[src/shared/usdt_defines.vh]
/*
  Constants for the unipolar step/direction translator: register offsets,
  field positions, reset values and phase patterns.
  Assumes it is included by bare name from the design files that need it.
*/
`ifndef USDT_DEFINES_VH
`define USDT_DEFINES_VH

// Register offsets on the plain register port.
`define USDT_ADDR_W          4
`define USDT_DATA_W          8
`define USDT_OFS_STATUS      4'h0
`define USDT_OFS_POSITION    4'h1
`define USDT_OFS_STEP_COUNT  4'h2
`define USDT_OFS_CONTROL     4'h3

// Status register field positions.
`define USDT_ST_ORIGIN       0
`define USDT_ST_FAULT        1
`define USDT_ST_STANDBY      2
`define USDT_ST_HOLD         3
`define USDT_ST_HALF         4
`define USDT_ST_REVERSE      5
`define USDT_ST_DRIVING      6

// Control register field positions.
`define USDT_CTL_CNT_CLEAR   0

// Reset values.
`define USDT_POS_INIT        3'h0
`define USDT_CNT_INIT        8'h00
`define USDT_RDATA_IDLE      8'h00

// Translator step sizes in half-step positions.
`define USDT_STEP_HALF       3'h1
`define USDT_STEP_FULL       3'h2

// Phase patterns, bit order {coil1_pos, coil1_neg, coil2_pos, coil2_neg}.
`define USDT_PAT_P0          4'ha
`define USDT_PAT_P1          4'h2
`define USDT_PAT_P2          4'h6
`define USDT_PAT_P3          4'h4
`define USDT_PAT_P4          4'h5
`define USDT_PAT_P5          4'h1
`define USDT_PAT_P6          4'h9
`define USDT_PAT_P7          4'h8
`define USDT_PAT_OFF         4'h0

`endif

[src/verilog/usdt_sync.v]
/*
  Two-stage synchroniser bank for asynchronous level inputs.
  Assumes the inputs come from pins outside the clock domain and that
  an undriven pin reads low, so both stages reset to zero.
*/
`timescale 1ns/1ps
`default_nettype none

module usdt_sync #(
  parameter WIDTH = 8
) (
  input  wire             clk_in,
  input  wire             rst_n_in,
  input  wire [WIDTH-1:0] async_in,
  output wire [WIDTH-1:0] sync_out
);

  reg [WIDTH-1:0] stage1_q;
  reg [WIDTH-1:0] stage2_q;

  // The first stage feeds only the second, to keep metastability contained.
  always @(posedge clk_in or negedge rst_n_in) begin
    if (!rst_n_in) begin
      stage1_q <= {WIDTH{1'b0}};
      stage2_q <= {WIDTH{1'b0}};
    end else begin
      stage1_q <= async_in;
      stage2_q <= stage1_q;
    end
  end

  assign sync_out = stage2_q;

endmodule

`default_nettype wire

[src/verilog/usdt_top.v]
/*
  Step/direction translator for a two-phase unipolar stepper driver.
  It turns step edges into a four- or eight-state energizing sequence on
  four phase outputs, with origin and alarm flags and a status port.
  Assumes a free-running 50 MHz clock, an asynchronous active-low power-on
  reset, and that every control pin is asynchronous to the clock.
*/
// Local design decisions: the plain strobed port and the register offsets.
// Notes on behaviour
// - Each step rising edge advances one step.
// - Half-step select high means half-step mode.
// - Enable low forces outputs off, position kept.
// - Reset low: outputs off, translator initialized.
// - Standby low: initialize, outputs off, origin low.
// - Origin flag low exactly at initial position.
// - Protection trip: alarm low, outputs forced off.
// - After power-on: initial pattern, origin low.
// - Full-step forward four-state energizing sequence.
// - Full-step reverse four-state energizing sequence.
// - Half-step forward eight-state energizing sequence.
// - Half-step reverse eight-state energizing sequence.
// - Direction and mode captured at step edge.
// - Reset release restores initial energizing pattern.

`timescale 1ns/1ps
`default_nettype none
`include "usdt_defines.vh"

module usdt_top #(
  parameter CNT_W = 8
) (
  input  wire       REF_CLK_IN,
  input  wire       RESETN_IN,
  input  wire       STEP_IN,
  input  wire       ROTATION_SENSE_IN,
  input  wire       HALF_STEP_SELECT_IN,
  input  wire       OUTPUT_ENABLE_IN,
  input  wire       TRANSLATOR_RESETN_IN,
  input  wire       STANDBY_N_IN,
  input  wire       THERMAL_TRIP_IN,
  input  wire       UNDERVOLT_TRIP_IN,
  input  wire [3:0] REG_ADDR_IN,
  input  wire [7:0] REG_WDATA_IN,
  input  wire       REG_WR_IN,
  input  wire       REG_RD_IN,
  output wire [7:0] REG_RDATA_OUT,
  output wire       COIL1_POS_OUT,
  output wire       COIL1_NEG_OUT,
  output wire       COIL2_POS_OUT,
  output wire       COIL2_NEG_OUT,
  output wire       ORIGIN_FLAG_OUT,
  output wire       FAULT_FLAG_OUT,
  output wire       STANDBY_OUT
);

  // Operating states, one-hot.
  localparam [2:0] ST_STANDBY = 3'h1;
  localparam [2:0] ST_HOLD    = 3'h2;
  localparam [2:0] ST_RUN     = 3'h4;

  // Indices into the synchroniser bank.
  localparam IX_STEP  = 0;
  localparam IX_DIR   = 1;
  localparam IX_HALF  = 2;
  localparam IX_EN    = 3;
  localparam IX_RSTN  = 4;
  localparam IX_STBYN = 5;
  localparam IX_THERM = 6;
  localparam IX_UV    = 7;

  // Synchronised pin levels.
  wire [7:0] pins_async;
  wire [7:0] pins_sync;
  wire       s_step;
  wire       s_dir;
  wire       s_half;
  wire       s_en;
  wire       s_rstn;
  wire       s_stbyn;
  wire       s_trip;

  // Translator and bookkeeping state.
  reg              step_prev_q;
  reg  [2:0]       state_q;
  reg  [2:0]       state_d;
  reg  [2:0]       pos_q;
  reg  [2:0]       pos_d;
  reg              half_q;
  reg              half_d;
  reg              rev_q;
  reg              rev_d;
  reg  [CNT_W-1:0] cnt_q;
  reg  [CNT_W-1:0] cnt_d;
  wire             step_rise;
  wire             cnt_clear;
  wire             drive_on;

  // Registered outputs.
  reg [3:0] phase_q;
  reg [3:0] phase_d;
  reg       origin_q;
  reg       origin_d;
  reg       fault_q;
  reg       standby_q;
  reg [7:0] rdata_q;
  reg [7:0] rdata_d;

  // Next translator position: one position per half step, two per full
  // step, upward for forward and downward for reverse.
  // Wrap-around at eight comes for free from the three-bit arithmetic.
  function [2:0] next_pos;
    input [2:0] pos;
    input       reverse;
    input       half;
    reg   [2:0] delta;
    begin
      delta = half ? `USDT_STEP_HALF : `USDT_STEP_FULL;
      if (reverse) begin
        next_pos = pos - delta;
      end else begin
        next_pos = pos + delta;
      end
    end
  endfunction

  // Energizing pattern for each of the eight positions. From position 0, forward full
  // steps visit 2, 4, 6, 0 and reverse full steps 6, 4, 2, 0; half steps visit
  // every position in turn.
  // Unused codes cannot occur in three bits; the default only keeps the decode
  // complete.
  function [3:0] pattern;
    input [2:0] pos;
    begin
      case (pos)
        3'h0: pattern = `USDT_PAT_P0;
        3'h1: pattern = `USDT_PAT_P1;
        3'h2: pattern = `USDT_PAT_P2;
        3'h3: pattern = `USDT_PAT_P3;
        3'h4: pattern = `USDT_PAT_P4;
        3'h5: pattern = `USDT_PAT_P5;
        3'h6: pattern = `USDT_PAT_P6;
        3'h7: pattern = `USDT_PAT_P7;
        default: pattern = `USDT_PAT_OFF;
      endcase
    end
  endfunction

  // Every control pin is asynchronous, so all of them pass two flip-flops.
  // The price is three clocks from pin to phase output, far below the step
  // pulse width that a controller must give anyway.
  assign pins_async = {UNDERVOLT_TRIP_IN, THERMAL_TRIP_IN, STANDBY_N_IN,
                       TRANSLATOR_RESETN_IN, OUTPUT_ENABLE_IN,
                       HALF_STEP_SELECT_IN, ROTATION_SENSE_IN, STEP_IN};

  usdt_sync #(
    .WIDTH (8)
  ) u_sync (
    .clk_in   (REF_CLK_IN),
    .rst_n_in (RESETN_IN),
    .async_in (pins_async),
    .sync_out (pins_sync)
  );

  // Named views of the synchronised bank.
  assign s_step  = pins_sync[IX_STEP];
  assign s_dir   = pins_sync[IX_DIR];
  assign s_half  = pins_sync[IX_HALF];
  assign s_en    = pins_sync[IX_EN];
  assign s_rstn  = pins_sync[IX_RSTN];
  assign s_stbyn = pins_sync[IX_STBYN];
  assign s_trip  = pins_sync[IX_THERM] | pins_sync[IX_UV];

  // Only the low-to-high transition counts; falling edges and a step pin
  // that stays low do nothing.
  // The previous-level flop resets low, the idle level of the pin, so no false
  // edge follows reset.
  assign step_rise = s_step & ~step_prev_q;

  // Software clears the step counter by writing a one to the control bit.
  // The bit reads back as zero, so a read-modify-write cannot clear by accident.
  assign cnt_clear = REG_WR_IN & (REG_ADDR_IN == `USDT_OFS_CONTROL) &
                     REG_WDATA_IN[`USDT_CTL_CNT_CLEAR];

  // Standby outranks the reset pin, which outranks normal stepping.
  // A protection trip is not a state: it only gates the pins, so the translator
  // keeps its place and follows steps while the coils are off.
  always @* begin
    case (1'b1)
      ~s_stbyn: state_d = ST_STANDBY;
      ~s_rstn:  state_d = ST_HOLD;
      default:  state_d = ST_RUN;
    endcase
  end

  // Translator position. Direction and mode are sampled in the same cycle
  // that sees the step edge; the controller must hold them steady around
  // it, otherwise the step may go the wrong way.
  always @* begin
    pos_d  = pos_q;
    half_d = half_q;
    rev_d  = rev_q;
    case (state_d)
      ST_STANDBY: begin
        pos_d  = `USDT_POS_INIT;
        half_d = 1'b0;
        rev_d  = 1'b0;
      end
      ST_HOLD: begin
        pos_d = `USDT_POS_INIT;
      end
      ST_RUN: begin
        if (step_rise) begin
          half_d = s_half;
          rev_d  = s_dir;
          pos_d  = next_pos(pos_q, s_dir, s_half);
        end
      end
      default: begin
        pos_d = `USDT_POS_INIT;
      end
    endcase
  end

  // Count of accepted steps; a step in the clearing cycle is not lost.
  // The counter wraps at its width; software that needs more reads it in time.
  always @* begin
    cnt_d = cnt_q;
    if (cnt_clear) begin
      cnt_d = {CNT_W{1'b0}};
    end
    if ((state_d == ST_RUN) && step_rise) begin
      cnt_d = cnt_d + {{(CNT_W-1){1'b0}}, 1'b1};
    end
  end

  // Phases drive only when stepping is allowed, enable is high and no
  // protection circuit has tripped. The translator itself keeps running
  // while enable is low, so re-enabling resumes at the same position.
  assign drive_on = (state_d == ST_RUN) & s_en & ~s_trip;

  // Output decode, computed from the next position so pins and position
  // change on the same edge.
  always @* begin
    if (drive_on) begin
      phase_d = pattern(pos_d);
    end else begin
      phase_d = `USDT_PAT_OFF;
    end
    if (state_d == ST_STANDBY) begin
      origin_d = 1'b0;
    end else begin
      origin_d = (pos_d != `USDT_POS_INIT);
    end
  end

  // Core state registers. Power-on reset leaves the translator at the
  // initial position.
  always @(posedge REF_CLK_IN or negedge RESETN_IN) begin
    if (!RESETN_IN) begin
      step_prev_q <= 1'b0;
      state_q     <= ST_HOLD;
      pos_q       <= `USDT_POS_INIT;
      half_q      <= 1'b0;
      rev_q       <= 1'b0;
      cnt_q       <= {CNT_W{1'b0}};
    end else begin
      step_prev_q <= s_step;
      state_q     <= state_d;
      pos_q       <= pos_d;
      half_q      <= half_d;
      rev_q       <= rev_d;
      cnt_q       <= cnt_d;
    end
  end

  // Pin registers. Phases start off until the synchronised pins show that
  // reset is released and enable is high; then the initial pattern shows.
  // The alarm follows the trip inputs directly, whatever the operating state.
  always @(posedge REF_CLK_IN or negedge RESETN_IN) begin
    if (!RESETN_IN) begin
      phase_q   <= `USDT_PAT_OFF;
      origin_q  <= 1'b0;
      fault_q   <= 1'b1;
      standby_q <= 1'b0;
    end else begin
      phase_q   <= phase_d;
      origin_q  <= origin_d;
      fault_q   <= ~s_trip;
      standby_q <= (state_d == ST_STANDBY);
    end
  end

  // Register read decode; unmapped offsets read as zero.
  // Reads have no side effects, so software may poll at any rate.
  always @* begin
    rdata_d = `USDT_RDATA_IDLE;
    if (REG_RD_IN) begin
      case (REG_ADDR_IN)
        `USDT_OFS_STATUS: begin
          rdata_d[`USDT_ST_ORIGIN]  = origin_q;
          rdata_d[`USDT_ST_FAULT]   = fault_q;
          rdata_d[`USDT_ST_STANDBY] = (state_q == ST_STANDBY);
          rdata_d[`USDT_ST_HOLD]    = (state_q == ST_HOLD);
          rdata_d[`USDT_ST_HALF]    = half_q;
          rdata_d[`USDT_ST_REVERSE] = rev_q;
          rdata_d[`USDT_ST_DRIVING] = (phase_q != `USDT_PAT_OFF);
        end
        `USDT_OFS_POSITION: begin
          rdata_d[2:0] = pos_q;
        end
        `USDT_OFS_STEP_COUNT: begin
          rdata_d = cnt_q[7:0];
        end
        default: begin
          rdata_d = `USDT_RDATA_IDLE;
        end
      endcase
    end
  end

  // Read data stands only in the cycle after the read strobe.
  // Between reads the port shows zero, which keeps stale data off it.
  always @(posedge REF_CLK_IN or negedge RESETN_IN) begin
    if (!RESETN_IN) begin
      rdata_q <= `USDT_RDATA_IDLE;
    end else begin
      rdata_q <= rdata_d;
    end
  end

  // All top-level outputs come straight from flip-flops.
  // Nothing combinational reaches a pin, so the coils never see decode glitches.
  assign COIL1_POS_OUT   = phase_q[3];
  assign COIL1_NEG_OUT   = phase_q[2];
  assign COIL2_POS_OUT   = phase_q[1];
  assign COIL2_NEG_OUT   = phase_q[0];
  assign ORIGIN_FLAG_OUT = origin_q;
  assign FAULT_FLAG_OUT  = fault_q;
  assign STANDBY_OUT     = standby_q;
  assign REG_RDATA_OUT   = rdata_q;

endmodule

`default_nettype wire

[config.mk]
export PLATFORM = sky130hd
export DESIGN_NAME = usdt_top
export DESIGN_NICKNAME = d
export VERILOG_FILES = /design/src/verilog/usdt_sync.v /design/src/verilog/usdt_top.v
export VERILOG_INCLUDE_DIRS = /design/src /design/src/shared
export SDC_FILE = /design/constraint.sdc
export NUM_CORES = 1
export LEC_CHECK = 0
export BUFFER_PORTS_ARGS = -buffer_cell sky130_fd_sc_hd__buf_2
export CORE_MARGIN = 8
export CORE_UTILIZATION = 60
export CTS_BUF_LIST = sky130_fd_sc_hd__clkbuf_8
export DETAILED_ROUTE_END_ITERATION = 16
export GPL_TIMING_DRIVEN = 0
export PLACE_DENSITY = 0.86
export RECOVER_POWER = 25
export SLEW_MARGIN = 10
export SYNTH_ARGS = -nofsm -noshare
export SYNTH_HDL_FRONTEND = slang
export SYNTH_SLANG_ARGS = --single-unit
[constraint.sdc]
create_clock -name REF_CLK_IN -period 5 [get_ports REF_CLK_IN]
set_clock_uncertainty 0.1 [all_clocks]
set_input_delay 0.5 -clock REF_CLK_IN [delete_from_list [all_inputs] [get_ports REF_CLK_IN]]
set_output_delay 0.5 -clock REF_CLK_IN [all_outputs]
set_load 0.1 [all_outputs]
Yosys cells after proc, flatten, opt, wreduce, memory -nomap -nowiden

Memories as Yosys holds them, arrays and structs flattened.
Cells that the tools add are included.

Bits in registers: 48
Memory bits (read-only): 32
Bits of input ports: 24
Logic and storage cells: 57
Memories kept: 1

Memory list:

| name             | words | bits a word | rd ports | clocked after Yosys merged registers in | write ports | RTL line       | source |
|---|---|---|---|---|---|---|---|
| (name not given) | 8     | 4           | 1        | 0                                       | 0           | usdt_top.v:134 | `case (pos)` |

Add/subtract/negate cells: 3
Eq/ne operators: 8
Multiplexer cells: 18
Bitwise gates (word level): 8
Reduce and logical (&&, ||, !) cells: 6

Operators with widths:

| cell                                                                  | number |
|---|---|
| 8-bit 2-to-1 mux                                                      | 3 |
| 3-bit 2-to-1 mux                                                      | 5 |
| 3-bit case mux with 3 select lines                                    | 1 |
| 8-bit by 1-bit adder with 8-bit output, second input constant         | 1 |
| 4-bit by 2-bit equality test with 1-bit output, second input constant | 2 |
| 4-bit case mux with 2 select lines                                    | 1 |
| 3-bit by 1-bit equality test with 1-bit output, second input constant | 2 |
| 1-bit AND                                                             | 5 |
| 4-bit by 1-bit equality test with 1-bit output, second input constant | 1 |
| 4-bit logical NOT                                                     | 1 |
| 1-bit 2-to-1 mux                                                      | 4 |
| 4-bit 2-to-1 mux                                                      | 1 |
| 1-bit case mux with 2 select lines                                    | 2 |
| 4-bit nonzero test                                                    | 1 |
| 3-bit by 2-bit adder with 3-bit output                                | 1 |
| 3-bit by 2-bit equality test with 1-bit output, second input constant | 1 |
| 3-bit equality test, second input constant                            | 1 |
| 3-bit nonzero test                                                    | 1 |
| 3-bit by 2-bit subtractor with 3-bit output                           | 1 |
| 2-bit 2-to-1 mux                                                      | 1 |
| 2-bit inequality test, second input constant                          | 1 |
| 1-bit NOT                                                             | 2 |
| 2-bit AND reduction                                                   | 1 |
| 2-bit nonzero test                                                    | 1 |
| other kinds (2)                                                       | 2 |

Longest topological paths before layout

Gate-level depths: netlist of the first run.

Word-level depth: 7
Mapped depth: 8
Depth with buffers taken out: 8

Cells and area by module

From an unflattened synthesis of the first run, not the netlist that was laid out.

Cells, all modules: 152
Area, all modules: 1868.0 um^2

By module, submodules not included:

| module    | times used | cells each | area an instance (um^2) |
|---|---|---|---|
| usdt_top  | 1          | 136        | 1467.7 |
| usdt_sync | 1          | 16         | 400.4 |

Worst setup path before layout of the first run

No wires, ideal clock.

Path type: reg2reg
From: reg pos_q[0]
To: reg phase_q[1]
Data arrival time: 1820 ps
Path slack: 2961 ps
Cell stages (with the launch flop): 9
Buffers on the path: 0
Path through: dfrtp_1 -> inv_1 -> ha_1 -> inv_1 -> fa_1 -> xnor2_1 -> or3_1 -> and2_1 -> o21ba_2

Cells in the longest elaborated chain, start to end: 6
Elaborated cells between the ends (all ways): 7
Those cells by class: add/sub: 2; mux: 4; memory: 1

Ends and longest elaborated chain:

| item                                                                                                  | RTL line                       | source |
|---|---|---|
| start: declaration                                                                                    | usdt_top.v:86                  | `reg [2:0] pos_q;` |
| start signal: assignment                                                                              | usdt_top.v:262                 | `` pos_q <= `USDT_POS_INIT; `` |
| start signal: assignment                                                                              | usdt_top.v:269                 | `pos_q <= pos_d;` |
| 3-bit by 2-bit adder with 3-bit output or 3-bit by 2-bit subtractor with 3-bit output (tied branches) | usdt_top.v:121, usdt_top.v:119 |  |
| 3-bit 2-to-1 mux                                                                                      | usdt_top.v:118                 | `if (reverse) begin` |
| 3-bit 2-to-1 mux (*)                                                                                  | usdt_top.v:212                 | `if (step_rise) begin` |
| 3-bit 2-to-1 mux (*)                                                                                  | usdt_top.v:202                 | `case (state_d)` |
| memory read 8 x 4 bit (*)                                                                             | --                             |  |
| 4-bit 2-to-1 mux (*)                                                                                  | usdt_top.v:244                 | `if (drive_on) begin` |
| via phase_d[1]                                                                                        | usdt_top.v:100                 | `reg [3:0] phase_d;` |
| end signal: assignment                                                                                | usdt_top.v:281                 | `` phase_q <= `USDT_PAT_OFF; `` |
| end signal: assignment                                                                                | usdt_top.v:286                 | `phase_q <= phase_d;` |
| end: declaration                                                                                      | usdt_top.v:99                  | `reg [3:0] phase_q;` |

Mark *: on every way through the listed nets, which the timed path passes. The rest lies on a longest branch.
A chain may end at the register's enable or synchronous reset.

==> results.yml, run 1 <==
setup_path:
  worstReg2RegStart: "pos_q[0]"
  r2r-end: "phase_q[3]"
  arrival_ps: 2210
  critical_path_class: "input pin to asynchronous set/reset pin"
  r2r_slack_ps: 2760
  max_stage_delay_ps: 1690
  critPathBufInv: 1
  critPathMaxFanout: 48
  path_cells: "clkbuf_1"
  cp-end-kind: "asynchronous set/reset pin"
  worstRegToRegCells: 8
  cpMaxStageDelayCell: "clkbuf_1"
  path_delay_family: "buffers and inverters"
  required_ps: 4800
  start_kind: "input pin"
place:
  place_ws_ps: 2790
  gp_congestion: 0.878
  dp_cells: 215
  numPortBuffers: 30
  dp_hpwl_mm: 2.54
routing:
  wl_met1_mm: 1.40
  ant_nets: 0
  postRouteWirelength_mm: 3.47
  dr_wl_met2_mm: 1.74
  met3_wirelength_um: 242
  drt_iter0_drc: 85
  dr.pass1.iters: 4
  route.vias.total: 1242
  wl_per_cell_um: 15.6
  highest_layer: "met4"
  via_per_inst: 5.59
  drc: 0
sta:
  worstMarginPinSlew_ps: 2420
  fin_crit_sh_pct: 48.2
  fin_ws_ps: 2590
  rsz0062_at_grt: "false"
  fmax_ghz: 0.415
  final_hold_viol_count: 0
  setup_viol: 0
  holdWs_ps: 208
  tns_ps: 0
  maxSlewHeadroom_pct: -61.2
  layout_min_cycle_time_ps: 2410
  slew_viol_final: 49
floorplanning:
  initial_core_util_pct: 61.9
  die_h_um: 71.7
  io_pins: 39
  rows: 20
  core_um2: 3000
  die_area_um2: 5130
  die_w_um: 71.7
clock_tree:
  tritoncts: "built"
  cts-root-buf: "clkbuf_8"
  cts_sinks: 48
  cts_hold_buf: 0
  clk_path_buf_depth: 2
  clk_pin_slew_worst_paths_ps: 70
  clk_latency_ps: 300
  htreeDepth: 2
  cts_made_buffers: 5
  postCtsSetupRepairBufs: 0
  post_cts_resized: 0
pwr:
  p_leak_nw: 1.05
  vdd_drop_max_mv: 0.231
  power_density_nw_per_um2: 360
grt:
  antenna_found_initial: 0
  grt_pass1_vias: 1354
  grt_usage_pct: 14.6
  grt_pass1_wl_mm: 5.93
  overflow: 0
  grt_start_max_net_pins: 49
worst_hold_path:
  holdCritPathClass: "input pin to flip-flop"
  worstHoldPathCells: 1
  min_from: "THERMAL_TRIP_IN"
  hold_end: "u_sync.stage1_q[6]"
synth:
  synthMostInstantiatedCell: "dfrtp_1"
  synth.top_cell.area_share_pct: 62.0
  synthArstFlopShare_pct: 100
  yosysTopAreaCell: "dfrtp_1"
  synth_ff_type: "dfrtp_1"
  syn_avg_cell_area_um2: 12.2
  syn-num-nets: 179
  synthTopCellsByCount: "46 x dfrtp_1, 23 x nor2_1, 11 x nand2_1, 7 x xor2_1, 6 x mux2i_1"
  synth_warnings: 0
  synth_cell_types: 38
  synthCells: 152
  ys_seq_area_share_pct: 64.8
  synth_edf_count: 0
  synth_seq_cells: 48
  syn_area_um2: 1860
  synth.area.top_cells: "dfrtp_1 62%, nor2_1 4.6%, xor2_1 3.3%, mux2i_1 3.2%, dfstp_2 2.8%"
finish:
  area_growth_pct: 14.4
  layout.cells.non_filler: 222
  drive_above_1_share_pct: 23.8
  fin_nets: 216
  diodes: 0
status:
  violations: "max-capacitance violations, max-slew violations"
  outcome: "finished with violations"
run:
  cap_viol_max_count: 1
==> cell usage in the layout, fill, tap and decap left out, types with 2 or more instances in the layout <==
cell / count
buf_2: 30
nand2_1: 11
xor2_1: 7
and2_1: 4
or3_1: 2
nor2_1: 23
o21ai_0: 3
and3_1: 3
nor4b_1: 2
nand4_1: 5
ha_1: 2
mux2_2: 2
dfrtp_1: 46
mux2i_1: 6
a21oi_1: 5
clkbuf_1: 2
inv_1: 6
nor3_1: 3
clkbuf_8: 5
dfstp_2: 2
==> power breakdown <==
group | total [mW] | switching, mW | internal, mW | leakage [nW]
clock | 0.206 | 0.113 | 0.0930 | 0.0452
combinational | 0.112 | 0.0716 | 0.0403 | 0.403
sequential | 0.447 | 0.0274 | 0.420 | 0.606
==> cell families after synthesis <==
logic type               Yosys count  synth area share (%)
AO/OA/AOI/OAI                     15                  5.32
XOR/XNOR                           8                  3.77
adder cells (fa/ha/maj)            3                  2.42
buffers and inverters              9                  2.49
flip-flops                        48                  64.8
multiplexers                       8                  4.44
AND/OR/NAND/NOR                   61                  16.8
==> sequential cells by signal, summed over array words and instances (netlist names) <==
| signal | cells |
|---|---|
| FAULT_FLAG_OUT | 1 |
| ORIGIN_FLAG_OUT | 1 |
| REG_RDATA_OUT | 8 |
| STANDBY_OUT | 1 |
| cnt_q | 8 |
| half_q | 1 |
| phase_q | 4 |
| pos_q | 3 |
| rev_q | 1 |
| state_q | 3 |
| step_prev_q | 1 |
| u_sync.stage1_q | 8 |
| u_sync.sync_out | 8 |
==> worst max path at each step <==
stage / startpoint / end / slack, ps / cells after the start
floorplan: pos_q[0] / phase_q[1] / 2960 / 8
global placement: pos_q[0] / phase_q[3] / 2880 / 8
detailed placement: pos_q[0] / phase_q[3] / 2790 / 8
CTS: pos_q[0] / phase_q[3] / 2770 / 8
global route: RESETN_IN / pos_q[1] / 2080 / 1
finish: RESETN_IN / u_sync.sync_out[2] / 2590 / 1
==> per-stage QoR <==
stage / utilization (%) / area (µm²) / power (mW)
final: 70.8 / 2130 / 0.765
after global routing: 70.8 / 2130 / 0.804
after CTS: 70.8 / 2130 / 0.772
after detailed placement: 68.3 / 2050 / 0.566
after global placement: 68.3 / 2050 / 0.554
after floorplan: - / 1860 / 0.524
==> layer usage <==
layer | vias to the layer above | track usage, %
met1 | 605 | 15.0
met2 | 46 | 24.9
met4 | 0 | 6.80
met5 | - | 0
met3 | 10 | 6.42
li1 | 581 | -
==> final cells by class <==
class                      instances  area [µm²]
buffer                             4        27.5
clock buffer                       5        68.8
clock inverter                     2        8.76
fill                             216         877
inverter                           5        18.8
multi-input combinational         95         608
sequential                        48        1200
tap                               33        41.3
timing repair buffer              30         149
(Power assumes the default switching activity.)
==> inputs of run 2 (changes only) <==
CORE_UTILIZATION = 56   (was 60)
PLACE_DENSITY = 0.81   (was 0.86)
clock period = 2.51 ns   (was 5 ns; I/O delays follow)
==> results.yml, run 2 (synthesis results as in run 1) <==
status:
  outcome: "complete, no violations"
grt:
  antenna_found_initial: 0
  grt_pass1_vias: 1286
  overflow: 0
  grt_usage_pct: 13.8
  grt_pass1_wl_mm: 5.63
  grt_start_max_net_pins: 49
setup_path:
  start_kind: "flip-flop"
  r2r_slack_ps: 290
  arrival_ps: 2330
  r2r-end: "phase_q[3]"
  critical_path_class: "flip-flop to flip-flop"
  worstReg2RegStart: "pos_q[0]"
  required_ps: 2620
  cp-end-kind: "flip-flop"
  critPathMaxFanout: 4
  worstRegToRegCells: 8
floorplanning:
  io_pins: 39
  rows: 21
  die_area_um2: 5420
  initial_core_util_pct: 57.0
  die_w_um: 73.6
  core_um2: 3260
  die_h_um: 73.6
routing:
  ant_nets: 0
  via_per_inst: 5.18
  drc: 0
  drt_iter0_drc: 37
  postRouteWirelength_mm: 3.43
  route.vias.total: 1265
  wl_per_cell_um: 14.1
  dr.pass1.iters: 4
worst_hold_path:
  holdCritPathClass: "input pin to asynchronous set/reset pin"
pwr:
  p_leak_nw: 1.10
  p_int_mw: 1.14
  seqPwrFrac_pct: 56.8
  comb_power_share_pct: 14.5
  power_density_nw_per_um2: 702
  vdd_drop_max_mv: 0.477
  swShare_pct: 27.3
  clkPwrFrac_pct: 28.7
  p_switching_mw: 0.429
sta:
  rsz0062_at_grt: "false"
  worstMarginPinSlew_ps: 1130
  layout_min_cycle_time_ps: 2220
  holdWs_ps: 61.6
  setup_viol: 0
  maxSlewHeadroom_pct: 24.6
  fin_crit_sh_pct: 88.3
  slew_viol_final: 0
  final_hold_viol_count: 0
  tns_ps: 0
  fmax_ghz: 0.451
finish:
  fin_nets: 224
  drive_above_1_share_pct: 22.7
  multi_input_area_um2: 608
  area_growth_pct: 20.3
  fillers: 259
  mostFrequentLayoutCell: "dfrtp_1"
  most-common-layout-cells: "46 x dfrtp_1, 29 x buf_2, 23 x nor2_1"
  register_area_um2: 1200
  diodes: 0
clock_tree:
  tritoncts: "built"
  clk_pin_slew_worst_paths_ps: 80
  cts_sinks: 48
  postCtsSetupRepairBufs: 0
  clk_latency_ps: 300
  htreeDepth: 2
  clk_path_buf_depth: 2
  cts-root-buf: "clkbuf_8"
  cts_made_buffers: 5
place:
  dp_hpwl_mm: 2.43
  numPortBuffers: 30
  gp_congestion: 0.909
run:
  cap_viol_max_count: 0
-- run 2: stage by stage --
step | cells | area [µm²] | power (mW) | util (%) | worst slack, ps
finish | 244 | 2230 | 1.57 | 68.6 | 294
global route | 244 | 2230 | 1.64 | 68.6 | 203
CTS | 244 | 2240 | 1.58 | 68.6 | 298
detailed placement | 228 | 2070 | 1.12 | 63.4 | 308
global placement | 228 | 2070 | 1.10 | 63.4 | 385
floorplan | 152 | 1860 | 1.04 | - | 471
-- run 2: critical path, cell delays in order (launching register included) --
cell	delay [ps]
dfrtp_1	410
inv_1	80
ha_1	140
inv_1	50
fa_1	370
xnor2_1	180
or3_1	340
a211o_1	290
a21boi_1	170
-- run 2: metal layers --
metal  wire length [µm]  global-route usage, %  vias to the layer above
met3                263                   6.55                        8
li1                   -                      -                      603
met5                  0                      0                        -
met4                 51                   6.43                        0
met1               1410                   14.2                      618
met2               1700                   22.9                       36
-- run 2: worst max-delay path by stage --
stage,cells past startpoint,endpoint,startpoint
after floorplan,8,phase_q[1],pos_q[0]
after global placement,8,phase_q[3],pos_q[0]
after detailed placement,8,phase_q[3],pos_q[0]
after CTS,8,phase_q[3],pos_q[0]
after global routing,8,phase_q[3],pos_q[0]
final,8,phase_q[3],pos_q[0]
-- run 2: area by class of cell --
class                      count  area share (%)
multi-input combinational     95            27.2
buffer                         4            1.23
timing repair buffer          38            10.2
inverter                       5           0.840
tap                           46            2.58
clock inverter                 2           0.336
clock buffer                   6            3.70
sequential                    48            53.9
-- run 2: what timing repair did --
action | CTS | global route
hold buffers | 8 | 0
endpoints found under the hold margin | 8 | 0
gates resized for setup | 0 | 0
-- run 2: power by group through the flow --
stage | registers [mW] | clock network (mW) | logic, mW
finish | 0.891 | 0.451 | 0.227
global route | 0.900 | 0.490 | 0.250
CTS | 0.889 | 0.460 | 0.229
detailed placement | 0.903 | 0 | 0.217
global placement | 0.901 | 0 | 0.202
floorplan | 0.928 | 0 | 0.116
